<file path="src/hdl/evtimer_pkg.sv">
// shared constants, field layout and state types of the triggered event window pulse timer
package evtimer_pkg;
  localparam int DATA_W = 32;
  localparam int ADR_W = 4;
  localparam int CNT_W = 16;
  localparam int PRESC_W = 11;

  // register byte offsets
  localparam logic [3:0] OFS_CTL = 4'h0;
  localparam logic [3:0] OFS_CMP = 4'h4;
  localparam logic [3:0] OFS_CAP = 4'h8;
  localparam logic [3:0] OFS_STAT = 4'hc;

  // control register field positions, and the run flag position of the status register
  localparam int MODE_LSB = 0;
  localparam int CK_LSB = 2;
  localparam int START_LSB = 4;
  localparam int OPT_BIT = 6;
  localparam int RUN_BIT = 16;

  // field encodings
  localparam logic [1:0] MODE_TIMER = 2'h0;
  localparam logic [1:0] MODE_WINDOW = 2'h1;
  localparam logic [1:0] MODE_PULSE = 2'h2;
  localparam logic [1:0] CK_PIN = 2'h3;
  localparam logic [1:0] START_STOP = 2'h0;
  localparam logic [1:0] START_CMD = 2'h1;
  localparam logic [1:0] START_RISE = 2'h2;

  // prescaler tap masks: divide by 2^11, 2^7, 2^3
  localparam logic [10:0] TAP_MASK_0 = 11'h7ff;
  localparam logic [10:0] TAP_MASK_1 = 11'h07f;
  localparam logic [10:0] TAP_MASK_2 = 11'h007;

  // reset values
  localparam logic [7:0] CTL_RST = 8'h00;
  localparam logic [15:0] CMP_RST = 16'h0000;
  localparam logic [15:0] CAP_RST = 16'h0000;
  localparam logic [15:0] CNT_RST = 16'h0000;

  // input noise filter timing, in periods of the 40 MHz clock
  localparam int REJECT_CYC = 4;
  localparam int ACCEPT_CYC = 12;
  localparam int FILT_CYC = (REJECT_CYC + ACCEPT_CYC) / 2;

  typedef enum logic {RUN_IDLE, RUN_COUNT} run_e;

  typedef struct packed {
    logic [7:0] ctl;
    logic [15:0] cmp;
    logic [15:0] cap;
    logic [15:0] cnt;
    run_e run;
    logic pin_q;
    logic [10:0] presc;
    logic ack;
    logic [31:0] rdat;
    logic irq;
  } timer_s;

  localparam timer_s TIMER_RST = '{ctl: CTL_RST, cmp: CMP_RST, cap: CAP_RST, cnt: CNT_RST,
                                   run: RUN_IDLE, pin_q: 1'b0, presc: 11'h000, ack: 1'b0,
                                   rdat: 32'h0000_0000, irq: 1'b0};

  typedef struct packed {
    logic lvl;
    logic [3:0] cnt;
  } filt_s;

  localparam filt_s FILT_RST = '{lvl: 1'b0, cnt: 4'h0};
endpackage

</file>
<file path="src/hdl/pin_noise_filter.sv">
// noise filter for the timer input pin, bypassed in low-speed and sleep modes
`timescale 1ns/10ps
`default_nettype none
module pin_noise_filter
  import evtimer_pkg::*;
(
  input wire logic clk_i,
  input wire logic rst_i,
  input wire logic ce_i,
  input wire logic pin_i,
  input wire logic bypass_i,
  output logic level_o
);
  filt_s st_r;
  filt_s st_nxt;

  // a change must persist for FILT_CYC cycles; short glitches reset the count
  always_comb
  begin
    st_nxt = st_r;
    if (bypass_i)
    begin
      st_nxt.lvl = pin_i;
      st_nxt.cnt = 4'h0;
    end
    else if (pin_i == st_r.lvl)
    begin
      st_nxt.cnt = 4'h0;
    end
    else if (st_r.cnt == 4'(FILT_CYC - 1))
    begin
      st_nxt.lvl = pin_i;
      st_nxt.cnt = 4'h0;
    end
    else
    begin
      st_nxt.cnt = st_r.cnt + 4'h1;
    end
  end

  always_ff @(posedge clk_i)
  begin
    if (rst_i)
      st_r <= FILT_RST;
    else if (ce_i)
      st_r <= st_nxt;
  end

  assign level_o = st_r.lvl;
endmodule
`default_nettype wire

</file>
<file path="src/hdl/evtimer.sv">
// triggered event window pulse timer with a classic wishbone register slave
// Notes on behaviour
// - external trigger mode waits idle for selected edge, then counts source clock ticks
// - external trigger compare match clears and halts counter and raises request
// - trigger-stop set: opposite edge before match clears and halts, no request
// - trigger-stop set: after halt, next trigger edge restarts counting from zero
// - trigger-stop clear: opposite edge ignored, trigger edge during count ignored
// - pin filter drops pulses up to 4/fc; source gives at least 12/fc
// - filter bypassed in low-speed and sleep modes; pulses still one machine cycle
// - event counter increments on each selected pin edge, not internal clock
// - event match checked at opposite edge; then request, clear, keep counting
// - auto-capture copies counter to capture register on each counter tick
// - window mode counts source ticks while pin is at selected level
// - window mode match raises request and clears counter
// - single-edge capture: opposite edge captures, requests, sets counter to one; restart on trigger
// - double-edge: capture at both edges; trigger edge also clears and continues
// - after single-edge capture counter rests at one until next trigger edge
// - stop power mode forces start field to 00 and halts the timer
`timescale 1ns/10ps
`default_nettype none
module evtimer
  import evtimer_pkg::*;
(
  input wire logic clk_i,
  input wire logic rst_i,
  input wire logic ce_i,
  input wire logic wb_cyc_i,
  input wire logic wb_stb_i,
  input wire logic wb_we_i,
  input wire logic [evtimer_pkg::ADR_W-1:0] wb_adr_i,
  input wire logic [3:0] wb_sel_i,
  input wire logic [evtimer_pkg::DATA_W-1:0] wb_dat_i,
  output logic [evtimer_pkg::DATA_W-1:0] wb_dat_o,
  output logic wb_ack_o,
  input wire logic timer_input_pin_i,
  input wire logic low_speed_modes_i,
  input wire logic sleep_modes_i,
  input wire logic stop_mode_i,
  output logic timer_match_irq_o
);
  timer_s st_r;
  timer_s st_nxt;
  logic filt_lvl;
  logic [1:0] mode;
  logic [1:0] src_sel;
  logic [1:0] start_edge_ctl;
  logic opt_bit;
  logic rise;
  logic fall;
  logic trig_edge;
  logic opp_edge;
  logic src_tick;
  logic cnt_tick;
  logic win_level;
  logic match;
  logic event_mode;
  logic plain_mode;
  logic ett_mode;
  logic capture_on;
  logic [31:0] rd_data;

  // tick of the selected prescaler tap; pin source gives no internal tick
  function automatic logic tap_tick(input logic [10:0] p, input logic [1:0] sel);
    logic t;
    t = 1'b0;
    unique case (sel)
      2'h0: t = ((p & TAP_MASK_0) == TAP_MASK_0);
      2'h1: t = ((p & TAP_MASK_1) == TAP_MASK_1);
      2'h2: t = ((p & TAP_MASK_2) == TAP_MASK_2);
      2'h3: t = 1'b0;
    endcase
    return t;
  endfunction

  // filter is off in the slow modes, where its delay would eat the pulse
  pin_noise_filter u_filter (
    .clk_i(clk_i),
    .rst_i(rst_i),
    .ce_i(ce_i),
    .pin_i(timer_input_pin_i),
    .bypass_i(low_speed_modes_i | sleep_modes_i),
    .level_o(filt_lvl)
  );

  // control field decode
  assign mode = st_r.ctl[MODE_LSB +: 2];
  assign src_sel = st_r.ctl[CK_LSB +: 2];
  assign start_edge_ctl = st_r.ctl[START_LSB +: 2];
  assign opt_bit = st_r.ctl[OPT_BIT];

  // edges of the filtered pin; start field low bit picks falling as trigger
  assign rise = filt_lvl & ~st_r.pin_q;
  assign fall = ~filt_lvl & st_r.pin_q;
  assign trig_edge = start_edge_ctl[0] ? fall : rise;
  assign opp_edge = start_edge_ctl[0] ? rise : fall;
  assign src_tick = tap_tick(st_r.presc, src_sel);
  assign cnt_tick = (src_sel == CK_PIN) ? trig_edge : src_tick;
  assign win_level = start_edge_ctl[0] ? ~filt_lvl : filt_lvl;
  assign match = (st_r.cnt == st_r.cmp);

  // sub-mode decode of the shared timer mode code
  assign event_mode = (mode == MODE_TIMER) && (src_sel == CK_PIN);
  assign plain_mode = (mode == MODE_TIMER) && !event_mode && (start_edge_ctl == START_CMD);
  assign ett_mode = (mode == MODE_TIMER) && !event_mode && start_edge_ctl[1];
  assign capture_on = opt_bit && ((mode == MODE_TIMER && !ett_mode) || mode == MODE_WINDOW);

  // read mux, registered into rdat when the access is acknowledged
  always_comb
  begin
    rd_data = 32'h0000_0000;
    unique case (wb_adr_i)
      OFS_CTL: rd_data = {24'h00_0000, st_r.ctl};
      OFS_CMP: rd_data = {16'h0000, st_r.cmp};
      OFS_CAP: rd_data = {16'h0000, st_r.cap};
      OFS_STAT: rd_data = {15'h0000, (st_r.run == RUN_COUNT), st_r.cnt};
      default: rd_data = 32'h0000_0000;
    endcase
  end

  // next state: bus access, power-mode stop, then the counting engine
  always_comb
  begin
    st_nxt = st_r;
    st_nxt.irq = 1'b0;
    st_nxt.ack = 1'b0;
    st_nxt.pin_q = filt_lvl;
    st_nxt.presc = st_r.presc + 11'h001;
    if (wb_cyc_i && wb_stb_i && !st_r.ack)
    begin
      st_nxt.ack = 1'b1;
      st_nxt.rdat = rd_data;
      if (wb_we_i)
      begin
        if (wb_adr_i == OFS_CTL && wb_sel_i[0])
          st_nxt.ctl = wb_dat_i[7:0];
        if (wb_adr_i == OFS_CMP && wb_sel_i[0])
          st_nxt.cmp[7:0] = wb_dat_i[7:0];
        if (wb_adr_i == OFS_CMP && wb_sel_i[1])
          st_nxt.cmp[15:8] = wb_dat_i[15:8];
      end
    end
    if (stop_mode_i)
      st_nxt.ctl[START_LSB +: 2] = START_STOP;
    if (start_edge_ctl == START_STOP)
    begin
      // stopped: counter held at zero so the next start begins clean
      st_nxt.cnt = CNT_RST;
      st_nxt.run = RUN_IDLE;
    end
    else if (event_mode)
    begin
      if (opp_edge && match)
      begin
        st_nxt.irq = 1'b1;
        st_nxt.cnt = CNT_RST;
      end
      else if (cnt_tick)
        st_nxt.cnt = st_r.cnt + 16'h0001;
      if (capture_on && cnt_tick)
        st_nxt.cap = st_r.cnt;
    end
    else if (plain_mode || mode == MODE_WINDOW)
    begin
      // plain timer shares the match path with window; window gates by pin
      if (match)
      begin
        st_nxt.irq = 1'b1;
        st_nxt.cnt = CNT_RST;
      end
      else if (cnt_tick && (plain_mode || win_level))
        st_nxt.cnt = st_r.cnt + 16'h0001;
      if (capture_on && cnt_tick)
        st_nxt.cap = st_r.cnt;
    end
    else if (ett_mode)
    begin
      unique case (st_r.run)
        RUN_IDLE:
        begin
          if (trig_edge)
          begin
            st_nxt.run = RUN_COUNT;
            st_nxt.cnt = CNT_RST;
          end
        end
        RUN_COUNT:
        begin
          // trigger edges are ignored here whatever the stop option says
          if (match)
          begin
            st_nxt.irq = 1'b1;
            st_nxt.cnt = CNT_RST;
            st_nxt.run = RUN_IDLE;
          end
          else if (opt_bit && opp_edge)
          begin
            st_nxt.cnt = CNT_RST;
            st_nxt.run = RUN_IDLE;
          end
          else if (src_tick)
            st_nxt.cnt = st_r.cnt + 16'h0001;
        end
      endcase
    end
    else if (mode == MODE_PULSE)
    begin
      unique case (st_r.run)
        RUN_IDLE:
        begin
          // the count left from a single-edge capture is kept, so it resumes at one
          if (trig_edge)
            st_nxt.run = RUN_COUNT;
        end
        RUN_COUNT:
        begin
          if (opp_edge)
          begin
            st_nxt.cap = st_r.cnt;
            st_nxt.irq = 1'b1;
            if (opt_bit)
            begin
              st_nxt.cnt = 16'h0001;
              st_nxt.run = RUN_IDLE;
            end
            else if (src_tick)
              st_nxt.cnt = st_r.cnt + 16'h0001;
          end
          else if (trig_edge && !opt_bit)
          begin
            st_nxt.cap = st_r.cnt;
            st_nxt.irq = 1'b1;
            st_nxt.cnt = CNT_RST;
          end
          else if (src_tick)
            st_nxt.cnt = st_r.cnt + 16'h0001;
        end
      endcase
    end
  end

  // all state advances only while the clock enable is high
  always_ff @(posedge clk_i)
  begin
    if (rst_i)
      st_r <= TIMER_RST;
    else if (ce_i)
      st_r <= st_nxt;
  end

  assign wb_dat_o = st_r.rdat;
  assign wb_ack_o = st_r.ack;
  assign timer_match_irq_o = st_r.irq;
endmodule
`default_nettype wire

</file>
<file path="config.mk">
export PLATFORM = sky130hd
export DESIGN_NAME = evtimer
export DESIGN_NICKNAME = d
export VERILOG_FILES = /design/src/hdl/evtimer_pkg.sv /design/src/hdl/pin_noise_filter.sv /design/src/hdl/evtimer.sv
export SDC_FILE = /design/constraint.sdc
export NUM_CORES = 1
export LEC_CHECK = 0
export ABC_AREA = 1
export BUFFER_PORTS_ARGS = -buffer_cell sky130_fd_sc_hd__buf_2
export CAP_MARGIN = 20
export CORE_MARGIN = 3
export CORE_UTILIZATION = 58
export DETAILED_ROUTE_END_ITERATION = 8
export GPL_TIMING_DRIVEN = 0
export PLACE_DENSITY_LB_ADDON = 0.05
export SYNTH_ARGS = -nofsm -noshare
export SYNTH_HDL_FRONTEND = slang
export SYNTH_SLANG_ARGS = --single-unit
</file>
<file path="constraint.sdc">
create_clock -name clk_i -period 2.2 [get_ports clk_i]
set_clock_uncertainty 0.1 [all_clocks]
set_input_delay 0.11 -clock clk_i [delete_from_list [all_inputs] [get_ports clk_i]]
set_output_delay 0.11 -clock clk_i [all_outputs]
set_load 0.05 [all_outputs]
</file>
Word level (Yosys, flattened, before mapping). Cells that the tools add are included.

Bits of input ports: 50. Logic and storage cells: 149. Register bits: 108. Output and inout port bits: 34.

Add/subtract/negate cells: 3. Mux-type cells: 57. Reduce and logical (&&, ||, !) cells: 46. Bitwise operators: 7. Equality and inequality tests: 22.

Operators with widths (number): 2-to-1 mux 16 bit (11); 2-to-1 mux 32 bit (4); 2-to-1 mux 17 bit (4); case mux 17 bit (4 select lines) (1); 2-to-1 mux 33 bit (2); 2-to-1 mux 22 bit (2); case mux 17 bit (2 select lines) (1); 2-to-1 mux 1 bit (23); AND reduction 4 bit (5); adder 16 x 1 -> 16 bit, second input constant (1); equality test 16 bit (1); logical AND 1 bit (16); 2-to-1 mux 8 bit (2); AND reduction 6 bit (2); adder 11 x 1 -> 11 bit, second input constant (1); equality test 11 bit, second input constant (1); nonzero test 5 bit (2); nonzero test 3 bit (3); equality test 4 x 3 -> 1 bit, second input constant (2); equality test 4 bit, second input constant (2); 2-to-1 mux 4 bit (2); nonzero test 2 bit (4); equality test 7 bit, second input constant (1); equality test 2 x 1 -> 1 bit, second input constant (3); other kinds (25) (39).

Logic depth before layout (Yosys ltp). Gate-level depths: netlist of the first run.

Depth in word-level cells: 14. Gate-level depth with buffers: 15. Depth with buffers taken out: 14.

Cells and area by module. A second synthesis of the first run with hierarchy kept.

Cells, all modules: 929. Area, all modules: 5755.5 um^2.

Modules (own cells, without submodules): evtimer (area each 5457.7 um^2, cells each 885, sequential area each 1761.7 um^2, times used 1); pin_noise_filter (area each 297.8 um^2, cells each 44, sequential area each 100.1 um^2, times used 1).

Least setup slack after synthesis of the first run. No wires, ideal clock.

Path kind: register -> register. Start: register st_r[34] (netlist name). End: register st_r[59] (netlist name). Stages on the path, launching flop included: 11. Data required time: 2.031 ns. Setup time: 0.069 ns. Arrival time: 1.664 ns. Path buffers: 1. Period minus slack after synthesis: 1.832 ns. Slack: 0.368 ns. Cell sequence: dfxtp_1 > ha_1 > ha_1 > nand3_1 > nand3_1 > nor2_1 > nand3_2 > nand3_4 > buf_2 > nand2_1 > a21oi_2.

Word-level cells in the longest chain between the ends: 11.

RTL lines: from (decl) (RTL line evtimer.sv:41) `timer_s st_r;`; from (signal assigned) (RTL line evtimer.sv:247) `st_r <= st_nxt;`; equality test 11 bit (tied with other cells) (RTL line evtimer.sv:67) `2'h0: t = ((p & TAP_MASK_0) == TAP_MASK_0);`; case mux 1 bit (4 select lines) (*) (RTL line evtimer.sv:66) `unique case (sel)`; 2-to-1 mux 16 bit; 2-to-1 mux 16 bit, on equally long branches; 2-to-1 mux 32 bit (2 in series); 2-to-1 mux 33 bit; 2-to-1 mux 17 bit; 2-to-1 mux 32 bit (2 in series); 2-to-1 mux 17 bit.

Every way passes the cells marked *; elsewhere a longest branch is shown, timed or not. The select of a mux whose other input is x is not followed. A chain may end at the register's enable or synchronous reset.

Worst setup path after layout of the first run.
Start: register st_r[51] (netlist name). End: register st_r[58] (netlist name).

Word-level cells in the longest chain between the ends: 10.

RTL lines: adder 16 x 1 -> 16 bit; 2-to-1 mux 16 bit (RTL line evtimer.sv:200, evtimer.sv:225, evtimer.sv:234); 2-to-1 mux 16 bit, on equally long branches (RTL line evtimer.sv:228, evtimer.sv:220); 2-to-1 mux 32 bit (RTL line evtimer.sv:216) `if (opp_edge)`; 2-to-1 mux 32 bit (RTL line evtimer.sv:207) `unique case (st_r.run)`; 2-to-1 mux 33 bit (RTL line evtimer.sv:205) `else if (mode == MODE_PULSE)`; 2-to-1 mux 17 bit (RTL line evtimer.sv:175) `else if (ett_mode)`; 2-to-1 mux 32 bit (RTL line evtimer.sv:162) `else if (plain_mode || mode == MODE_WINDOW)`; 2-to-1 mux 32 bit (RTL line evtimer.sv:150) `else if (event_mode)`; 2-to-1 mux 17 bit (RTL line evtimer.sv:144) `if (start_edge_ctl == START_STOP)`.

Several ways; a longest one is shown, not always the timed one. The select of a mux whose other input is x is not followed.

==> results of run 1 <==
-- metal layers --
metal	up-vias	track usage [%]	wire length [um]
met1	2707	36.15	6743
met4	0	14.72	618
met5	-	0	0
li1	2978	-	-
met3	53	5.773	1293
met2	280	49.03	7970
-- kinds of logic (layout without fill, tap and decap cells) --
| logic type | after synthesis | count (layout) |
|---|---|---|
| buffers and inverters | 155 | 259 |
| other | 1 | 15 |
| adder cells (fa/ha/maj) | 4 | 4 |
| flip-flops | 93 | 93 |
| AO/OA/AOI/OAI | 186 | 186 |
| AND/OR/NAND/NOR | 408 | 408 |
| XOR/XNOR | 10 | 10 |
-- synth_stat cells, types with 2 or more instances --
library cell,instances
clkbuf_1,17
buf_4,33
o21ai_2,2
nand2_1,241
nor3_2,3
nor3b_1,2
a21oi_2,10
nor3_1,8
inv_2,18
xnor2_1,2
ha_1,4
nor2_1,79
o221ai_1,8
nand3_2,2
dfxtp_1,93
o2111ai_1,5
nand2_2,11
nor2_2,4
xor2_1,8
o21ai_0,71
inv_1,66
buf_1,2
o211ai_1,2
buf_2,16
a221oi_1,3
a21oi_1,80
nand3_1,33
nand4_1,17
-- cell type report --
| type | instances | area, sq um |
|---|---|---|
| inverter | 85 | 339.1 |
| sequential | 93 | 1902 |
| tap | 129 | 161.4 |
| timing repair buffer | 88 | 615.6 |
| fill | 818 | 2396 |
| buffer | 70 | 483.0 |
| multi-input combinational | 623 | 3163 |
| clock buffer | 11 | 141.4 |
| clock inverter | 5 | 82.58 |
-- metrics by stage --
step	TNS (ns)	area, sq um	setup slack, ns
2_1_floorplan	0	5609	0.3676
3_3_place_gp	-1.230	6011	-0.06939
3_5_place_dp	-0.8808	6011	-0.08301
4_1_cts	0	6427	0.001436
5_1_grt	-0.4472	6888	-0.06439
6_report	0	6888	0.07010
-- worst min-delay path by stage --
stage / startpoint / to / slack, ns / depth (start not counted)
2_1_floorplan: wb_dat_i[7] / st_r[102]$_SDFFE_PP0P_ / 0.14 / 2
5_1_grt: wb_dat_i[15] / st_r[94]$_SDFFE_PP0P_ / 0.01 / 3
4_1_cts: wb_dat_i[15] / st_r[94]$_SDFFE_PP0P_ / 0.003 / 3
6_report: wb_dat_i[15] / st_r[94]$_SDFFE_PP0P_ / 0.02 / 3
3_5_place_dp: wb_dat_i[7] / st_r[102]$_SDFFE_PP0P_ / 0.27 / 3
3_3_place_gp: wb_dat_i[7] / st_r[102]$_SDFFE_PP0P_ / 0.26 / 3
-- critical path, stage by stage, from the launching register on --
cell       delay [ns]
dfxtp_1          0.34
buf_6            0.13
inv_2            0.06
nand2_1          0.05
nand2_1          0.08
nor2_4           0.10
nand2_2          0.08
nor2_4           0.16
nand3_2          0.11
nand3_2          0.12
nand3_4          0.14
nor2_8           0.23
clkbuf_16        0.19
nand2_2          0.06
a21oi_2          0.11
-- repair_timing --
| item | 4_1_cts | 5_1_grt |
|---|---|---|
| hold endpoints to repair | 21 | 0 |
| setup buffers | 0 | 21 |
| gates resized for setup | 5 | 104 |
| pin swaps | 0 | 24 |
| gates cloned | 0 | 1 |
| hold buffers | 18 | 0 |
| endpoints found under the setup margin | 28 | 33 |
-- sequential cells by signal, indices dropped and copies added, names as in the netlist --
name               cells
wb_dat_o              17
u_filter.level_o       1
wb_ack_o               1
st_r                  64
mode                   2
timer_match_irq_o      1
src_sel                2
opt_bit                1
u_filter.st_r          4
-- power groups by stage --
stage / registers, W / logic [W] / clock network, W
floorplan: 0.00175 / 0.000232 / 0
global placement: 0.00175 / 0.000317 / 0
detailed placement: 0.00175 / 0.000323 / 0
CTS: 0.00171 / 0.000349 / 0.00132
global route: 0.00171 / 0.000406 / 0.00139
finish: 0.00171 / 0.000374 / 0.00132
==> impl_metrics.tcl, run 1 <==
set metrics [dict create \
    status "finished, final reports clean" \
    grt_usage_pct 29.39 \
    tightest_slew_ns 0.7733 \
    crit_end "st_r[58]$_SDFFE_PP0P_" \
    min_period_ns 2.130 \
    avgSynthCellArea_sq_um 6.484 \
    cts.clk_slew.worst_paths_ns 0.10 \
    synth_simple_gate_area_share_pct 31.66 \
    stdcell_count 1104 \
    core_area_sq_um 9284 \
    dr.pass1.iters 5 \
    powerDensity_nw_per_um2 493.6 \
    vias_per_cell 5.451 \
    post-route-period-util_pct 96.81 \
    drv_slew 0 \
    drv_cap 0 \
    synthDistinctLibCells 45 \
    max_slew_margin_pct 48.17 \
    synth_top_area_share_pct 33.51 \
    cp.required_ns 2.40 \
    hp-class "primary input to flop" \
    syn-cell-area_sq_um 5557 \
    drive_above_1_share_pct 25.23 \
    antenna_found_initial 0 \
    yosysSeqAreaShare_pct 33.51 \
    num_rows 35 \
    holdWs_ns 0.02466 \
    startpoint_type "flop" \
    r2r-end "st_r[58]$_SDFFE_PP0P_" \
    num_antenna_cells 0 \
    synth_seq_cells 93 \
    areaGrowthSynthToFinish_pct 23.96 \
    rr_startpoint "st_r[51]$_SDFFE_PP0P_" \
    wl_per_cell_um 15.06 \
    die_area_sq_um 10790 \
    yosys_warnings 0 \
    clk-insertion-delay-late_ns 0.37 \
    grt_pass1_vias 5501 \
    cts.path.max_buffers 2 \
    finalWirelength_um 16630 \
    h-tree-depth 3 \
    synth_mux_area_share_pct 0 \
    ys_dominant_reg_cell "dfxtp_1" \
    drt-initial-drc-count 540 \
    switching_share_pct 26.68 \
    worst-setup-path-type "flop to flop" \
    dp_hpwl_um 11910 \
    synth_xor_xnor_area_share_pct 1.576 \
    overflow 0 \
    p_comb_share_pct 11.0 \
    final_cell_mix "nand2_1 (224), a21oi_1 (80), dfxtp_1 (73), o21ai_0 (70), nor2_1 (70)" \
    synthArstFlopShare_pct 0 \
    cp-end-kind "flop" \
    r2r_cells 14 \
    clkPwrFrac_pct 38.7 \
    postRouteAntennaNets 0 \
    cts_root_buf "clkbuf_8" \
    power.total_w 0.003400 \
    setup_viol 0 \
    placed_cells 1048 \
    yosysTopAreaCell "dfxtp_1" \
    yosys.area_share.adder_pct 0.9007 \
    synthCells 857 \
    fmax_ghz 0.4695 \
    switchingPower_w 0.0009070 \
    numClockSinks 93 \
    critPathLaunch "st_r[51]$_SDFFE_PP0P_" \
    peakVddDrop_v 0.0005298 \
    p_int_w 0.002493 \
    nets 1024 \
    io_pins 84 \
    crit_fanout 8 \
    arrival_ns 2.33 \
    place.gp.congestion 0.9567 \
    worst-r2r-setup-slack_ns 0.07 \
    grt_first_pass_wirelength_um 25940 \
    synthTopCellsByArea "dfxtp_1 (34%), nand2_1 (16%), a21oi_1 (7.2%), o21ai_0 (6.4%), nor2_1 (5.3%)" \
    cts_tree "done" \
    synth_compound_area_share_pct 18.91 \
    final_util_pct 74.19 \
    cts-buffers-inserted 9 \
    grt_max_degree 16 \
    vias 6018 \
    leakagePower_nw 2.989 \
    port_buffers 48 \
    drc 0 \
    finalHoldViolCount 0 \
    synth_top_family_by_area "simple AND/OR/NAND/NOR gates" \
    die_w_um 103.9 \
    final_common_cell "nand2_1" \
    synth_edf_count 0 \
    power.sequential.fraction_pct 50.3 \
    start_util_pct 59.85 \
    die_h_um 103.9 \
]
Power figures use the tool's default switching activity.
==> inputs of run 2 (changes only) <==
- CORE_UTILIZATION: 58 -> 45
- RECOVER_POWER: not set -> 50
- clock period: 2.2 -> 1.97 ns (I/O delays scaled with it)
==> run 2 against run 1 <==
Net effect: die area up 27%; worst setup slack worse by 0.13 ns; global-route usage down 2.5 points; via count up 0.70%; combinational power up 17%; routed wire length up 9.9%; the flow now finishes with violations (setup timing); sequential share of layout area down 1.0 points; final cell count up 4.7%; first-iteration DRC count down 14%.
==> impl_metrics.tcl, run 2 (same netlist as run 1, synthesis figures left out) <==
set metrics [dict create \
    nets 1041 \
    final_common_cell "nand2_1" \
    grt_usage_pct 26.89 \
    overflow 0 \
    worst-r2r-setup-slack_ns -0.06 \
    die_h_um 117.1 \
    num_rows 39 \
    areaGrowthSynthToFinish_pct 29.36 \
    drive_above_1_share_pct 25.40 \
    critPathLaunch "st_r[99]$_SDFFE_PP0P_" \
    hp-start "wb_dat_i[4]" \
    rsz0062_at_grt "yes" \
    clk-insertion-delay-late_ns 0.36 \
    worst-setup-path-type "flop to flop" \
    powerDensity_nw_per_um2 556.7 \
    cts-buffers-inserted 9 \
    vias_per_cell 5.242 \
    slowest_stage "dfxtp_2" \
    rr_startpoint "st_r[99]$_SDFFE_PP0P_" \
    final_util_pct 61.12 \
    cp_common_cell "buf_6" \
    h-tree-depth 3 \
    status "complete, but fails checks" \
    die_area_sq_um 13720 \
    core_area_sq_um 11760 \
    drc 0 \
    critPathTopFamily "simple AND/OR/NAND/NOR gates" \
    final_cell_mix "nand2_1 (226), a21oi_1 (76), dfxtp_1 (71), nor2_1 (68), buf_4 (66)" \
    finalHoldViolCount 0 \
    cp-end-kind "flop" \
    min_period_ns 2.028 \
    arrival_ns 2.20 \
    critPathMaxStageDelay_ns 0.32 \
    worst-path-buf-inv 5 \
    cp.required_ns 2.14 \
    post-route-period-util_pct 102.9 \
    largest_reg_flops 64 \
    cts.path.max_buffers 2 \
    startpoint_type "flop" \
    postRouteAntennaNets 0 \
    cts_root_buf "clkbuf_16" \
    drv_cap 0 \
    top_register "st_r" \
    io_pins 84 \
    die_w_um 117.1 \
    drt-initial-drc-count 464 \
    cp.depth 12 \
    port_buffers 48 \
    wl_per_cell_um 15.80 \
    vias 6060 \
    r2r-end "st_r[62]$_SDFFE_PP0P_" \
    crit_end "st_r[62]$_SDFFE_PP0P_" \
    dp_hpwl_um 12830 \
    antenna_found_initial 0 \
    place.gp.congestion 0.8838 \
    crit_fanout 6 \
    leakagePower_nw 3.015 \
    setup_viol 12 \
    hp-class "primary input to flop" \
    grt_first_pass_wirelength_um 28600 \
    finalWirelength_um 18270 \
    drv_slew 0 \
    fmax_ghz 0.4932 \
    r2r_cells 12 \
    crit_chain "buf_6, buf_4, buf_4, o211ai_1, nand3_1, nor2_2, nand3_4, nor2_8, buf_6, buf_6, nand2_2, a21oi_2" \
    cts_tree "done" \
    worst_slack_ns -0.05767 \
    grt_pass1_vias 5766 \
    cts.clk_slew.worst_paths_ns 0.07 \
    nFillCells 1152 \
    peakVddDrop_v 0.0005203 \
    numClockSinks 93 \
    grt_max_degree 16 \
    violations "setup timing" \
    max_slew_margin_pct 47.00 \
    tightest_slew_ns 0.7950 \
    pre_cts_ws_ns -0.4255 \
    dr.pass1.iters 5 \
    num_antenna_cells 0 \
    start_util_pct 47.25 \
]
## run 2: cell types whose count changed in the layout (fill, tap and decap cells not counted), moves of 5 or more
cell	change
o21ai_0	-5
buf_2	-23
o21ai_1	+5
buf_6	+11
clkbuf_16	+8
nand2_2	-6
buf_4	+12
clkbuf_8	-10
clkbuf_1	+23
## run 2: through the flow
step / instances / setup TNS (ns) / power, W / instance area, sq um / hold slack, ns
after global placement: 1083 / -13.24 / 0.002316 / 6055 / 0.2478
after detailed placement: 1083 / -14.09 / 0.002321 / 6055 / 0.2552
after CTS: 1150 / -0.3675 / 0.004006 / 7030 / 0.01966
after floorplan: 871 / 0 / 0.002214 / 5609 / 0.1334
final: 1156 / -0.3822 / 0.004002 / 7188 / 0.04229
after global routing: 1156 / -3.941 / 0.004148 / 7188 / 0.07430
## run 2: what timing repair did
item	in CTS	in global routing
pin swaps	23	19
endpoints found under the setup margin	38	49
gates cloned	1	1
buffers inserted	32	8
hold buffers	18	0
hold endpoints to repair	20	0
gates resized for setup	87	61
## run 2: layout make-up
cell class | instances | area [sq um] | area share (%)
buffer | 68 | 480.5 | 6.684
clock buffer | 11 | 232.7 | 3.238
clock inverter | 5 | 36.28 | 0.5048
inverter | 85 | 342.8 | 4.769
multi-input combinational | 623 | 3224 | 44.86
sequential | 93 | 1912 | 26.60
tap | 164 | 205.2 | 2.855
timing repair buffer | 107 | 754.5 | 10.50
## run 2: per-layer routing
metal / up-vias / part of all wire (%) / track usage (%)
li1: 3010 / - / -
met1: 2808 / 43 / 33.42
met2: 198 / 48 / 46.19
met3: 44 / 5.4 / 4.781
met4: 0 / 3.2 / 10.63
met5: - / 0 / 0
## run 2: report_power, final
group          internal, W  leakage, nW  switching, W
registers          0.00188        0.764     0.0000229
logic             0.000150         2.12      0.000288
clock network     0.000863        0.134      0.000794
total              0.00290         3.01       0.00111
## run 2: worst min path at each step
stage / to / depth (start not counted)
finish: st_r[83]$_SDFFE_PP0P_ / 3
global placement: st_r[102]$_SDFFE_PP0P_ / 3
CTS: st_r[83]$_SDFFE_PP0P_ / 3
detailed placement: st_r[102]$_SDFFE_PP0P_ / 3
global route: u_filter.st_r[2]$_SDFFE_PP0P_ / 4
floorplan: st_r[102]$_SDFFE_PP0P_ / 2
## run 2: worst reg2reg max path: stages (launching register included)
cell and delay, ns:
dfxtp_2 0.32, buf_6 0.13, buf_4 0.13, buf_4 0.13, o211ai_1 0.17, nand3_1 0.11, nor2_2 0.18, nand3_4 0.13
nor2_8 0.17, buf_6 0.12, buf_6 0.09, nand2_2 0.05, a21oi_2 0.12
==> inputs of run 3 (changes only) <==
- REMOVE_ABC_BUFFERS: not set -> 1
==> run 3 against run 2 <==
Net effect: sequential share of layout area grew 1.9 points; global-route usage shrank 2.7 points; cell area shrank 6.1%; critical path type unchanged; first-iteration DRC count shrank 12%; critical endpoint is now st_r[55]$_SDFFE_PP0P_; clock power grew 4%; clock-buffer cell count grew 1; die area is the same; via count shrank 4.7%; maximum frequency grew 2.7%; the run still ends with setup timing left; register-to-register slack gained 0.05 ns.
==> impl_metrics.tcl, run 3 (same netlist as run 1, synthesis figures left out) <==
set metrics [dict create \
    cts.clk_slew.worst_paths_ns 0.07 \
    num_rows 39 \
    nets 962 \
    numClockSinks 93 \
    arrival_ns 2.15 \
    num_antenna_cells 0 \
    cts.path.max_buffers 2 \
    stdcell_count 1077 \
    cp-end-kind "flop" \
    fmax_ghz 0.5066 \
    postRouteAntennaNets 0 \
    fin_setup_tns_ns -0.009453 \
    port_buffers 50 \
    io_pins 84 \
    start_util_pct 47.25 \
    grt_max_degree 45 \
    die_area_sq_um 13720 \
    dr.pass1.iters 5 \
    r2r_cells 11 \
    areaGrowthSynthToFinish_pct 21.48 \
    dp_hpwl_um 11080 \
    rr_startpoint "st_r[99]$_SDFFE_PP0P_" \
    drv_slew 0 \
    hp-start "wb_dat_i[5]" \
    worst_slack_ns -0.003971 \
    top_register "st_r" \
    cts-buffers-inserted 9 \
    worst-setup-path-type "flop to flop" \
    die_h_um 117.1 \
    max_slew_margin_pct 29.09 \
    cts_tree "done" \
    h-tree-depth 3 \
    core_area_sq_um 11760 \
    r2r-end "st_r[55]$_SDFFE_PP0P_" \
    drive_above_1_share_pct 22.45 \
    drt-initial-drc-count 407 \
    post-route-period-util_pct 100.2 \
    p_comb_share_pct 9.8 \
    clkPwrFrac_pct 42.8 \
    placed_cells 1017 \
    switchingPower_w 0.001079 \
    powerDensity_nw_per_um2 594.0 \
    final_cell_mix "nand2_1 (232), a21oi_1 (76), nor2_1 (71), dfxtp_1 (69), inv_1 (62)" \
    finalWirelength_um 16730 \
    grt_usage_pct 24.20 \
    hp-class "primary input to flop" \
    place.gp.congestion 0.9279 \
    vias_per_cell 5.364 \
    overflow 0 \
    power.total_w 0.004010 \
    final_common_cell "nand2_1" \
    drv_cap 0 \
    peakVddDrop_v 0.0003361 \
    p_int_w 0.002930 \
    hold_depth 3 \
    finalHoldViolCount 0 \
    hold-path-endpoint "st_r[84]$_SDFFE_PP0P_" \
    power.sequential.fraction_pct 47.4 \
    status "complete, but fails checks" \
    grt_first_pass_wirelength_um 25900 \
    cp.required_ns 2.15 \
    leakagePower_nw 2.654 \
    min_period_ns 1.974 \
    setup_viol 3 \
    worst-r2r-setup-slack_ns -0.004 \
    clk-insertion-delay-late_ns 0.35 \
    tightest_slew_ns 1.062 \
    rsz0062_at_grt "yes" \
    largest_reg_flops 64 \
    crit_fanout 8 \
    startpoint_type "flop" \
    violations "setup timing" \
    vias 5777 \
    drc 0 \
    cts_root_buf "clkbuf_16" \
    grt_pass1_vias 5276 \
    die_w_um 117.1 \
    switching_share_pct 26.92 \
    antenna_found_initial 0 \
    wl_per_cell_um 15.53 \
]
run 3: changes by cell type in the layout (fill, tap and decap cells not counted), sizes merged:
cell         before  now
clkbuf           50   34
buf             118   56
dlygate4sd3      18   16
clkinvlp          0    3
clkinv            5    2
nand2           252  253
run 3: what timing repair did:
item	CTS	global route
pin swaps	9	17
setup endpoints to repair	78	50
gates cloned	2	2
hold buffers	16	0
setup buffers	12	12
resized for setup	55	82
hold endpoints to repair	21	0
run 3: per-stage QoR:
stage	setup WS, ns	hold WS [ns]	cell area [sq um]	utilization (%)
finish	-0.003971	0.006277	6750	57.40
detailed placement	-0.9370	0.2554	5679	48.29
floorplan	-0.02246	0.06094	5185	-
CTS	-0.006001	0.002754	6411	54.52
global route	-0.09038	0.02444	6750	57.40
global placement	-0.9721	0.2470	5640	47.96
run 3: critical path, cell delays in order (launching register included):
cell,delay (ns)
dfxtp_4,0.37
buf_4,0.14
nor2_4,0.16
inv_1,0.14
nand2_1,0.12
nor3_1,0.06
nor2_2,0.18
nand3_4,0.13
nor2_8,0.14
clkbuf_16,0.18
nand2_1,0.06
a21oi_1,0.10
run 3: worst max path at each step:
stage	start	to	slack (ns)	depth (start not counted)
after floorplan	st_r[34]$_SDFFE_PP0P_	st_r[56]$_SDFFE_PP0P_	-0.02	12
after global placement	wb_adr_i[1]	st_r[89]$_SDFFE_PP0P_	-0.97	8
after detailed placement	wb_adr_i[1]	st_r[89]$_SDFFE_PP0P_	-0.94	8
after CTS	st_r[34]$_SDFFE_PP0P_	st_r[76]$_SDFFE_PP0P_	-0.006	12
after global routing	st_r[34]$_SDFFE_PP0P_	st_r[74]$_SDFFE_PP0P_	-0.09	12
final	st_r[99]$_SDFFE_PP0P_	st_r[55]$_SDFFE_PP0P_	-0.004	11
run 3: layout make-up:
type,count,area (sq um)
flip-flops and latches,93,1924
clock buffers,12,256.5
fillers,1187,5010
clock inverters,4,30.03
well taps,164,205.2
multi-input cells,624,3287
inverters,85,329.1
repair buffers,94,710.7
repair inverters,1,7.507
run 3: routing by layer:
layer / up-vias / wire length, um / global-route usage (%)
li1: 2861 / - / -
met4: 0 / 431 / 10.17
met1: 2701 / 7506 / 31.66
met5: - / 0 / 0
met3: 31 / 824 / 3.085
met2: 184 / 7965 / 40.24
run 3: power groups by stage:
stage               combinational [W]  clock, W  sequential [W]
floorplan                    0.000202         0         0.00196
global placement             0.000318         0         0.00196
detailed placement           0.000329         0         0.00196
CTS                          0.000368   0.00176         0.00191
global route                 0.000425   0.00183         0.00190
finish                       0.000392   0.00172         0.00190
